## src/pkg/irq_seq_defs.svh

```systemverilog
`ifndef IRQ_SEQ_DEFS_SVH
`define IRQ_SEQ_DEFS_SVH
// Register byte offsets
`define OFF_ENABLE 4'h0
`define OFF_STATUS 4'h4
`define OFF_PC 4'h8
`define OFF_SAVE 4'hc
// Enable bit positions
`define EN_PIN 0
`define EN_TMR1 1
`define EN_TMR2 2
`define EN_CONV 3
// Vector offsets on page 1
`define VEC_PIN 7'h00
`define VEC_TMR1 7'h04
`define VEC_TMR2 7'h06
`define VEC_CONV 7'h0c
`define VEC_PAGE 5'h01
`define SHARED_PAGE 5'h02
// Divider terminal count in system clocks, latencies in machine cycles, reset PC
`define MC_DIV 2'h2
`define LAT_SHORT 2'h2
`define LAT_LONG 2'h3
`define PC_RESET 12'h000
`endif

```

## src/pkg/irq_seq_pkg.sv

```systemverilog
package irq_seq_pkg;
  // Executed operation, one-hot
  typedef enum logic [10:0] {
    OP_STEP = 11'h001,
    OP_BRANCH = 11'h002,
    OP_CALL = 11'h004,
    OP_SHARED_CALL = 11'h008,
    OP_RETURN = 11'h010,
    OP_TABLE_READ = 11'h020,
    OP_GATE_OPEN = 11'h040,
    OP_GATE_CLOSE = 11'h080,
    OP_SKIP_TEST = 11'h100,
    OP_READ_LEVEL = 11'h200,
    OP_RETURN_IRQ = 11'h400
  } op_code_t;
  // Core context saved at entry
  typedef struct packed {
    logic [1:0] group_select_reg;
    logic [3:0] file_select_reg;
    logic [3:0] nibble_select_reg;
    logic carry;
    logic skip;
    logic [3:0] acc_a;
    logic [3:0] reg_b;
  } core_ctx_t;
  // Program counter split
  typedef struct packed {
    logic [4:0] page_field;
    logic [6:0] offset_field;
  } prog_addr_t;
endpackage

```

## src/logic/vectored_irq_sequencer.sv

```systemverilog
// The Avalon-MM register port and the register offsets were chosen for this implementation.
`timescale 1ns/1ps
`include "irq_seq_defs.svh"
//
// Overview of operation
// [RULE1] Take only if flag, enable, gate all set
// [RULE2] Gate open sets, gate close clears gate
// [RULE3] Taking interrupt clears the gate
// [RULE4] Flags set regardless, held until cleared
// [RULE5] Flag cleared by entry or skip test
// [RULE6] Entry clears only serviced source flag
// [RULE7] Priority pin, timer one, timer two, conversion
// [RULE8] Vectors 0, 4, 6, C on page 1
// [RULE9] Conversion done is a request source
// [RULE10] Each flag pairs with enable and test
// [RULE11] Enable one blocks skip, zero permits skip
// [RULE12] Entry loads vector, pushes return address
// [RULE13] Entry copies context into save register
// [RULE14] Save register written only on entry
// [RULE15] Saved skip flag survives the interrupt
// [RULE16] 3-bit level pointer, readable into A
// [RULE17] Page above bit 7, offset wraps; the PC step here carries from the offset into the page field
// [RULE18] PC steps or loads target on jumps
// [RULE19] RAM pointer from group, file, nibble
// [RULE20] 10-bit words, 128-word pages, page 1 vectors
// [RULE21] Shared page call reaches page 2
// [RULE22] Table read returns low eight bits
// [RULE23] Entry 2 or 3 machine cycles later
// [RULE24] Gate open acts after next instruction
// [RULE25] Interrupt return pops and restores context
module vectored_irq_sequencer
  import irq_seq_pkg::*;
(
  input wire logic clk_sys_in,
  input wire logic reset_in,
  input wire logic [3:0] avs_address_in,
  input wire logic avs_read_in,
  input wire logic avs_write_in,
  input wire logic [31:0] avs_writedata_in,
  output logic [31:0] avs_readdata_out,
  output logic avs_waitrequest_out,
  input wire logic pin_edge_in,
  input wire logic timer1_underflow_in,
  input wire logic timer2_underflow_in,
  input wire logic conv_done_in,
  input wire logic op_valid_in,
  input wire op_code_t op_code_in,
  input wire logic [1:0] op_src_in,
  input wire prog_addr_t op_target_in,
  input wire logic op_multi_in,
  input wire core_ctx_t ctx_in,
  input wire logic [9:0] rom_word_in,
  output prog_addr_t pc_out,
  output logic skip_out,
  output core_ctx_t ctx_restore_out,
  output logic ctx_load_out,
  output logic [3:0] level_out,
  output logic [7:0] table_data_out,
  output logic [3:0] port_bit_sel_out,
  output logic irq_entry_out
);
  // ********************************
  // State
  // ********************************
  logic [1:0] mc_cnt_reg; // Machine cycle divider
  logic mc_en; // One pulse per machine cycle
  logic [3:0] flag_reg; // Request flags
  logic [3:0] enable_reg; // Per-source enables
  logic gate_reg; // Master gate flag
  logic open_pend_reg; // Gate open waiting one instruction
  logic [1:0] lat_reg; // Entry latency count
  logic [2:0] sp_reg; // Stack level pointer
  prog_addr_t stack_mem [0:7]; // Return address stack
  core_ctx_t save_reg; // One-stage save register
  logic tbl_pend_reg; // Table data one cycle later
  logic [3:0] live; // Gated requests
  logic [1:0] win; // Winning source
  logic take; // Interrupt entry this cycle
  logic op_go; // Operation executes this cycle
  logic [3:0] skip_clr; // Flags cleared by skip tests
  logic [3:0] ent_clr; // Flag cleared by entry
  logic [3:0] ev; // Raw events
  logic bus_req; // Avalon access
  logic [6:0] vec_off; // Vector offset
  logic [2:0] sp_dn; // Pointer after pop

  // ********************************
  // Machine cycle divider
  // ********************************
  // System clock divided by three
  always_ff @(posedge clk_sys_in)
  begin
    if (reset_in || mc_cnt_reg == `MC_DIV)
      mc_cnt_reg <= 2'h0;
    else
      mc_cnt_reg <= mc_cnt_reg + 2'h1;
  end
  assign mc_en = (mc_cnt_reg == `MC_DIV);
  // ********************************
  // Request gating and priority
  // ********************************
  assign ev = {conv_done_in, timer2_underflow_in, timer1_underflow_in, pin_edge_in}; // [RULE9] [RULE10]
  assign live = flag_reg & enable_reg & {4{gate_reg}}; // [RULE1]
  // Fixed priority, lowest index wins
  always_comb
  begin
    win = 2'h3;
    vec_off = `VEC_CONV; // [RULE8]
    if (live[`EN_PIN])
    begin
      win = 2'h0; // [RULE7]
      vec_off = `VEC_PIN;
    end
    else if (live[`EN_TMR1])
    begin
      win = 2'h1;
      vec_off = `VEC_TMR1;
    end
    else if (live[`EN_TMR2])
    begin
      win = 2'h2;
      vec_off = `VEC_TMR2;
    end
  end

  // ********************************
  // Entry latency
  // ********************************
  // Counts down the machine cycles left until entry once conditions are met
  always_ff @(posedge clk_sys_in)
  begin
    if (reset_in || !(|live) || take)
      lat_reg <= 2'h0;
    else if (lat_reg == 2'h0)
      lat_reg <= op_multi_in ? `LAT_LONG : `LAT_SHORT; // [RULE23]
    else if (mc_en)
      lat_reg <= lat_reg - 2'h1;
  end
  assign take = (|live) && mc_en && (lat_reg == 2'h1); // [RULE23]
  // Entry wins over an instruction in the same cycle
  assign op_go = op_valid_in && !take;
  // ********************************
  // Request flags
  // ********************************
  always_comb
  begin
    skip_clr = 4'h0;
    ent_clr = 4'h0;
    if (op_go && op_code_in == OP_SKIP_TEST)
      skip_clr[op_src_in] = flag_reg[op_src_in] && !enable_reg[op_src_in]; // [RULE11]
    if (take)
      ent_clr[win] = 1'b1; // [RULE6]
  end
  // A new event wins over a clear in the same cycle
  always_ff @(posedge clk_sys_in)
  begin
    if (reset_in)
      flag_reg <= 4'h0;
    else
      flag_reg <= (flag_reg & ~(skip_clr | ent_clr)) | ev; // [RULE4] [RULE5]
  end
  // ********************************
  // Master gate
  // ********************************
  // Open takes hold after the following instruction
  always_ff @(posedge clk_sys_in)
  begin
    if (reset_in)
    begin
      gate_reg <= 1'b0;
      open_pend_reg <= 1'b0;
    end
    else if (take)
    begin
      gate_reg <= 1'b0; // [RULE3]
      open_pend_reg <= 1'b0;
    end
    else if (op_go)
    begin
      if (op_code_in == OP_GATE_CLOSE)
      begin
        gate_reg <= 1'b0; // [RULE2]
        open_pend_reg <= 1'b0;
      end
      else if (op_code_in == OP_GATE_OPEN)
        open_pend_reg <= 1'b1; // [RULE24]
      else if (open_pend_reg)
      begin
        gate_reg <= 1'b1; // [RULE2] [RULE24]
        open_pend_reg <= 1'b0;
      end
    end
  end

  // ********************************
  // Program counter and stack
  // ********************************
  assign sp_dn = sp_reg - 3'h1;
  // Pushes past eight levels overwrite the oldest entry
  always_ff @(posedge clk_sys_in)
  begin
    if (reset_in)
    begin
      pc_out <= `PC_RESET;
      sp_reg <= 3'h0;
    end
    else if (take)
    begin
      stack_mem[sp_reg] <= pc_out; // [RULE12]
      sp_reg <= sp_reg + 3'h1; // [RULE16]
      pc_out <= {`VEC_PAGE, vec_off}; // [RULE12] [RULE20]
    end
    else if (op_go)
    begin
      case (op_code_in)
        OP_BRANCH: pc_out <= op_target_in; // [RULE18]
        OP_CALL:
        begin
          stack_mem[sp_reg] <= pc_out + 12'h001;
          sp_reg <= sp_reg + 3'h1;
          pc_out <= op_target_in;
        end
        OP_SHARED_CALL:
        begin
          stack_mem[sp_reg] <= pc_out + 12'h001;
          sp_reg <= sp_reg + 3'h1;
          pc_out <= {`SHARED_PAGE, op_target_in.offset_field}; // [RULE21]
        end
        OP_RETURN, OP_RETURN_IRQ:
        begin
          pc_out <= stack_mem[sp_dn]; // [RULE25]
          sp_reg <= sp_dn;
        end
        default: pc_out <= pc_out + 12'h001; // [RULE17] [RULE18]
      endcase
    end
  end
  // ********************************
  // Save register and context
  // ********************************
  // Calls and table reads never touch it
  always_ff @(posedge clk_sys_in)
  begin
    if (reset_in)
      save_reg <= '0;
    else if (take)
      save_reg <= ctx_in; // [RULE13] [RULE14] [RULE15]
  end
  // Restore on interrupt return
  always_ff @(posedge clk_sys_in)
  begin
    if (reset_in)
    begin
      ctx_restore_out <= '0;
      ctx_load_out <= 1'b0;
    end
    else
    begin
      ctx_load_out <= op_go && op_code_in == OP_RETURN_IRQ; // [RULE25]
      if (op_go && op_code_in == OP_RETURN_IRQ)
        ctx_restore_out <= save_reg; // [RULE15] [RULE25]
    end
  end
  // ********************************
  // Operation results
  // ********************************
  always_ff @(posedge clk_sys_in)
  begin
    if (reset_in)
    begin
      skip_out <= 1'b0;
      level_out <= 4'h0;
      irq_entry_out <= 1'b0;
      port_bit_sel_out <= 4'h0;
    end
    else
    begin
      skip_out <= |skip_clr; // [RULE11]
      irq_entry_out <= take;
      port_bit_sel_out <= ctx_in.nibble_select_reg; // [RULE19]
      if (op_go && op_code_in == OP_READ_LEVEL)
        level_out <= {1'b0, sp_reg}; // [RULE16]
    end
  end
  // Table word arrives a cycle after the read
  always_ff @(posedge clk_sys_in)
  begin
    if (reset_in)
    begin
      tbl_pend_reg <= 1'b0;
      table_data_out <= 8'h00;
    end
    else
    begin
      tbl_pend_reg <= op_go && op_code_in == OP_TABLE_READ;
      if (tbl_pend_reg)
        table_data_out <= rom_word_in[7:0]; // [RULE22]
    end
  end
  // ********************************
  // Avalon slave
  // ********************************
  assign bus_req = avs_read_in || avs_write_in;
  // One wait cycle, then a one-cycle release
  always_ff @(posedge clk_sys_in)
  begin
    if (reset_in)
      avs_waitrequest_out <= 1'b1;
    else
      avs_waitrequest_out <= !(bus_req && avs_waitrequest_out);
  end
  // Read data registered during the wait cycle
  always_ff @(posedge clk_sys_in)
  begin
    if (reset_in)
      avs_readdata_out <= 32'h0;
    else if (avs_read_in && avs_waitrequest_out)
    begin
      case (avs_address_in)
        `OFF_ENABLE: avs_readdata_out <= {28'h0, enable_reg};
        `OFF_STATUS: avs_readdata_out <= {23'h0, sp_reg, open_pend_reg, gate_reg, flag_reg};
        `OFF_PC: avs_readdata_out <= {20'h0, pc_out};
        `OFF_SAVE: avs_readdata_out <= {12'h0, save_reg};
        default: avs_readdata_out <= 32'h0; // Unmapped reads zero
      endcase
    end
  end
  // Enables written when the request completes
  always_ff @(posedge clk_sys_in)
  begin
    if (reset_in)
      enable_reg <= 4'h0;
    else if (avs_write_in && !avs_waitrequest_out && avs_address_in == `OFF_ENABLE)
      enable_reg <= avs_writedata_in[3:0];
  end
  // ********************************
  // Assertions
  // ********************************
  AST_TAKE_NEEDS_ALL: assert property (@(posedge clk_sys_in) disable iff (reset_in) // [RULE1]
    take |-> (flag_reg[win] && enable_reg[win] && gate_reg))
    else $error("Entry without all conditions");
  AST_GATE_CLEAR: assert property (@(posedge clk_sys_in) disable iff (reset_in) // [RULE3]
    take |=> !gate_reg)
    else $error("Gate not cleared on entry");
  AST_CLOSE: assert property (@(posedge clk_sys_in) disable iff (reset_in) // [RULE2]
    (op_go && op_code_in == OP_GATE_CLOSE) |=> !gate_reg)
    else $error("Gate close failed");
  AST_FLAG_SET: assert property (@(posedge clk_sys_in) disable iff (reset_in) // [RULE4]
    ev[1] |=> flag_reg[1])
    else $error("Event lost");
  AST_VECTOR: assert property (@(posedge clk_sys_in) disable iff (reset_in) // [RULE8]
    (take && win == 2'h1) |=> pc_out == {`VEC_PAGE, `VEC_TMR1})
    else $error("Wrong vector");
  AST_PRIO: assert property (@(posedge clk_sys_in) disable iff (reset_in) // [RULE7]
    (take && live[0]) |-> win == 2'h0)
    else $error("Priority broken");
  AST_SAVE: assert property (@(posedge clk_sys_in) disable iff (reset_in) // [RULE14]
    !take |=> $stable(save_reg))
    else $error("Save register written outside entry");
  AST_PUSH: assert property (@(posedge clk_sys_in) disable iff (reset_in) // [RULE12]
    take |=> sp_reg == $past(sp_reg) + 3'h1)
    else $error("Stack not pushed");
  AST_LATENCY: assert property (@(posedge clk_sys_in) disable iff (reset_in) // [RULE23]
    ($rose(|live) && !op_multi_in) |-> ##[5:7] irq_entry_out)
    else $error("Entry latency out of range");
  AST_OPEN_DELAY: assert property (@(posedge clk_sys_in) disable iff (reset_in) // [RULE24]
    (op_go && op_code_in == OP_GATE_OPEN && !gate_reg) |=> !gate_reg)
    else $error("Gate opened too early");

endmodule // vectored_irq_sequencer

```

## config.mk

```make
export PLATFORM = sky130hd
export DESIGN_NAME = vectored_irq_sequencer
export DESIGN_NICKNAME = d
export VERILOG_FILES = /design/src/pkg/irq_seq_pkg.sv /design/src/logic/vectored_irq_sequencer.sv
export VERILOG_INCLUDE_DIRS = /design/src /design/src/pkg
export SDC_FILE = /design/constraint.sdc
export NUM_CORES = 1
export LEC_CHECK = 0
export ABC_CLOCK_PERIOD_IN_PS = 6000
export BUFFER_PORTS_ARGS = -buffer_cell sky130_fd_sc_hd__buf_4
export CORE_UTILIZATION = 59
export DETAILED_ROUTE_END_ITERATION = 10
export GPL_TIMING_DRIVEN = 0
export PLACE_DENSITY_LB_ADDON = 0.25
export SLEW_MARGIN = 20
export SYNTH_ARGS = -nofsm -noshare
export SYNTH_HDL_FRONTEND = slang
export SYNTH_SLANG_ARGS = --single-unit
```

## constraint.sdc

```tcl
create_clock -name clk_sys_in -period 6 [get_ports clk_sys_in]
set_clock_uncertainty 0.2 [all_clocks]
set_input_delay 1.2 -clock clk_sys_in [delete_from_list [all_inputs] [get_ports clk_sys_in]]
set_output_delay 1.2 -clock clk_sys_in [all_outputs]
set_load 0.01 [all_outputs]
```

==> reports/results.ini <==
[synth]
syn_area_per_cell_um2=11.5
synthMostInstantiatedCell=dfxtp_1
ys_seq_area_share_pct=57.6
synth-edff-count=96
syn-cell-area_um2=8790
ys_seq_elements=205
synth_warnings=0
netlist.area_leader.share_pct=32.8
yosys-top-cells-count=dfxtp_1, nor2_1, edfxtp_1, nand2_1, mux2i_1
async_reset_ff_share_pct=0
syn_inst=766
synth_area_leaders=edfxtp_1, dfxtp_1, mux4_2
yosysUniqueCellTypes=56
yosys.area.top_type=edfxtp_1
ys.flop_type=dfxtp_1

[global_route]
grt_pass1_wl_um=34700
grt_use_total_pct=30.6
grt_pass1_vias=6350
antenna_found_initial=0
overflow=0
grt_max_degree=16

[floorplan]
die_h_um=124
die_w_um=124
coreArea_um2=14500
std_cell_rows=44
dieArea_um2=15400
io_pins=185
initial_core_util_pct=60.5

[timing]
rsz0062_at_grt=false
slew_violations=0
finalCriticalPeriod_ps=4940
setup-violations-final=0
fmax_mhz=203
maxSlewHeadroom_pct=41.3
hold_violations=0
tightest_slew_ps=880
holdWs_ps=235
min_period_over_period_pct=82.3
fin_tns_setup_ps=0

[route]
drcViolationCount=0
via_per_inst=6.02
drt-pass1-iter-count=5
routedWlPerCell_um=20.6
vias=6858
postRouteAntennaNets=0
wirelength_um=23500
first_iter_violations=749

[final_layout]
areaGrowthSynthToFinish_pct=23.9
largest_reg_flops=96
fin_cells=1140
largest-register=stack_mem
drive_gt1_share_pct=25.0
seqCellArea_um2=5060
fin_nets=1049
multi_input_area_um2=3480
fillers=978
n_antenna_cell=0

[cts]
cts_tree=built
postCtsSetupRepairBufs=0
clock_latency_ps=500
htree_levels=1
cts_buffer_depth=3
root_buffer=clkbuf_16
cts.sinks=205
cts_made_buffers=21
cts_resized=0
ctsHoldBuffers=0
clk_pin_slew_ps=60

[worst_setup_path]
critPathMaxFanout=10
crit_type=register to register
cp_slowest_stage_delay_ps=630
path_cells=clkbuf_1, buf_1, inv_1, ha_1, clkbuf_1, clkbuf_1, mux4_2, mux2i_1, nor2_1, a2111oi_0, nor3_1
cpLargestDelayFamily=buffers and inverters
end_kind=register
worst-path-buf-inv=5
start_kind=register
cp_common_cell=clkbuf_1
arrival_ps=5090
crit_slowest_cell=buf_1
cp.required_ps=6160

[job]
maxCapViolCount=0

[place]
io_buffers=139
post-dp-hpwl_um=16300
place_congestion=0.964
place_inst=1103

[power_and_ir_drop]
p_per_area_nw_per_um2=275
peakVddDrop_mv=0.243
power_leakage_nw=4.31
total_power_mw=2.99

[run_status]
run_status=complete, no violations

[min_path]
hp-class=register to register

==> where the power goes <==
| part | total, mW | internal (mW) | switching [mW] |
|---|---|---|---|
| sequential | 1.48 | 1.47 | 0.0100 |
| combinational | 0.151 | 0.0682 | 0.0823 |
| clock | 1.37 | 0.833 | 0.534 |
| total | 2.99 | 2.37 | 0.626 |
==> logic make-up (layout without fill, tap and decap cells) <==
group	Yosys count	in the layout	synth area share [%]
buffers and inverters	72	250	3.66
flip-flops	205	205	57.6
AO/OA/AOI/OAI	116	116	8.66
XOR/XNOR	23	23	2.29
AND/OR/NAND/NOR	261	261	13.7
other	1	13	0.0427
adder cells (fa/ha/maj)	6	6	0.854
multiplexers	82	82	13.2
==> layout by cell type, fill, tap and decap left out, types with 19 or more instances in the layout <==
master | netlist | routed
buf_4 | 13 | 154
dfxtp_1 | 109 | 109
edfxtp_1 | 96 | 96
nor2_1 | 101 | 95
nand2_1 | 74 | 74
mux2i_1 | 47 | 47
clkbuf_1 | 44 | 45
a21oi_1 | 39 | 39
mux4_2 | 26 | 26
clkbuf_16 | 0 | 21
a22oi_1 | 20 | 20
nand3_1 | 19 | 19
==> stage by stage <==
step / setup slack [ps] / cell area (um^2) / util [%]
floorplan: 1650 / 8830 / -
detailed placement: 923 / 10200 / 69.8
global route: 711 / 10900 / 74.9
global placement: 137 / 10100 / 69.5
finish: 1060 / 10900 / 74.9
CTS: 1050 / 10900 / 74.9
==> area by class of cell <==
cell class | count | share of cell area, %
clock inverters | 10 | 1.22
clock buffers | 27 | 5.50
inverters | 10 | 0.345
flip-flops and latches | 205 | 46.5
repair buffers | 141 | 9.73
multi-input cells | 501 | 31.9
well taps | 184 | 2.12
plain buffers | 62 | 2.61
==> per-layer routing <==
layer  part of all wire (%)  track usage (%)
met1                     39             39.9
met3                    8.7             4.58
met2                     48             50.5
met4                    4.1             14.3
met5                      0                0
==> worst paths after layout <==
path | start | to | slack [ps] | depth (start not counted)
worst max-delay path | sp_reg[0] | pc_out[3] | 1060 | 11
worst min register to register | mc_cnt_reg[0] | mc_cnt_reg[0] | 240 | 1
worst max register to register | sp_reg[0] | pc_out[3] | 1060 | 11
worst min-delay path | mc_cnt_reg[0] | mc_cnt_reg[0] | 240 | 1
(Power assumes the default switching activity.)
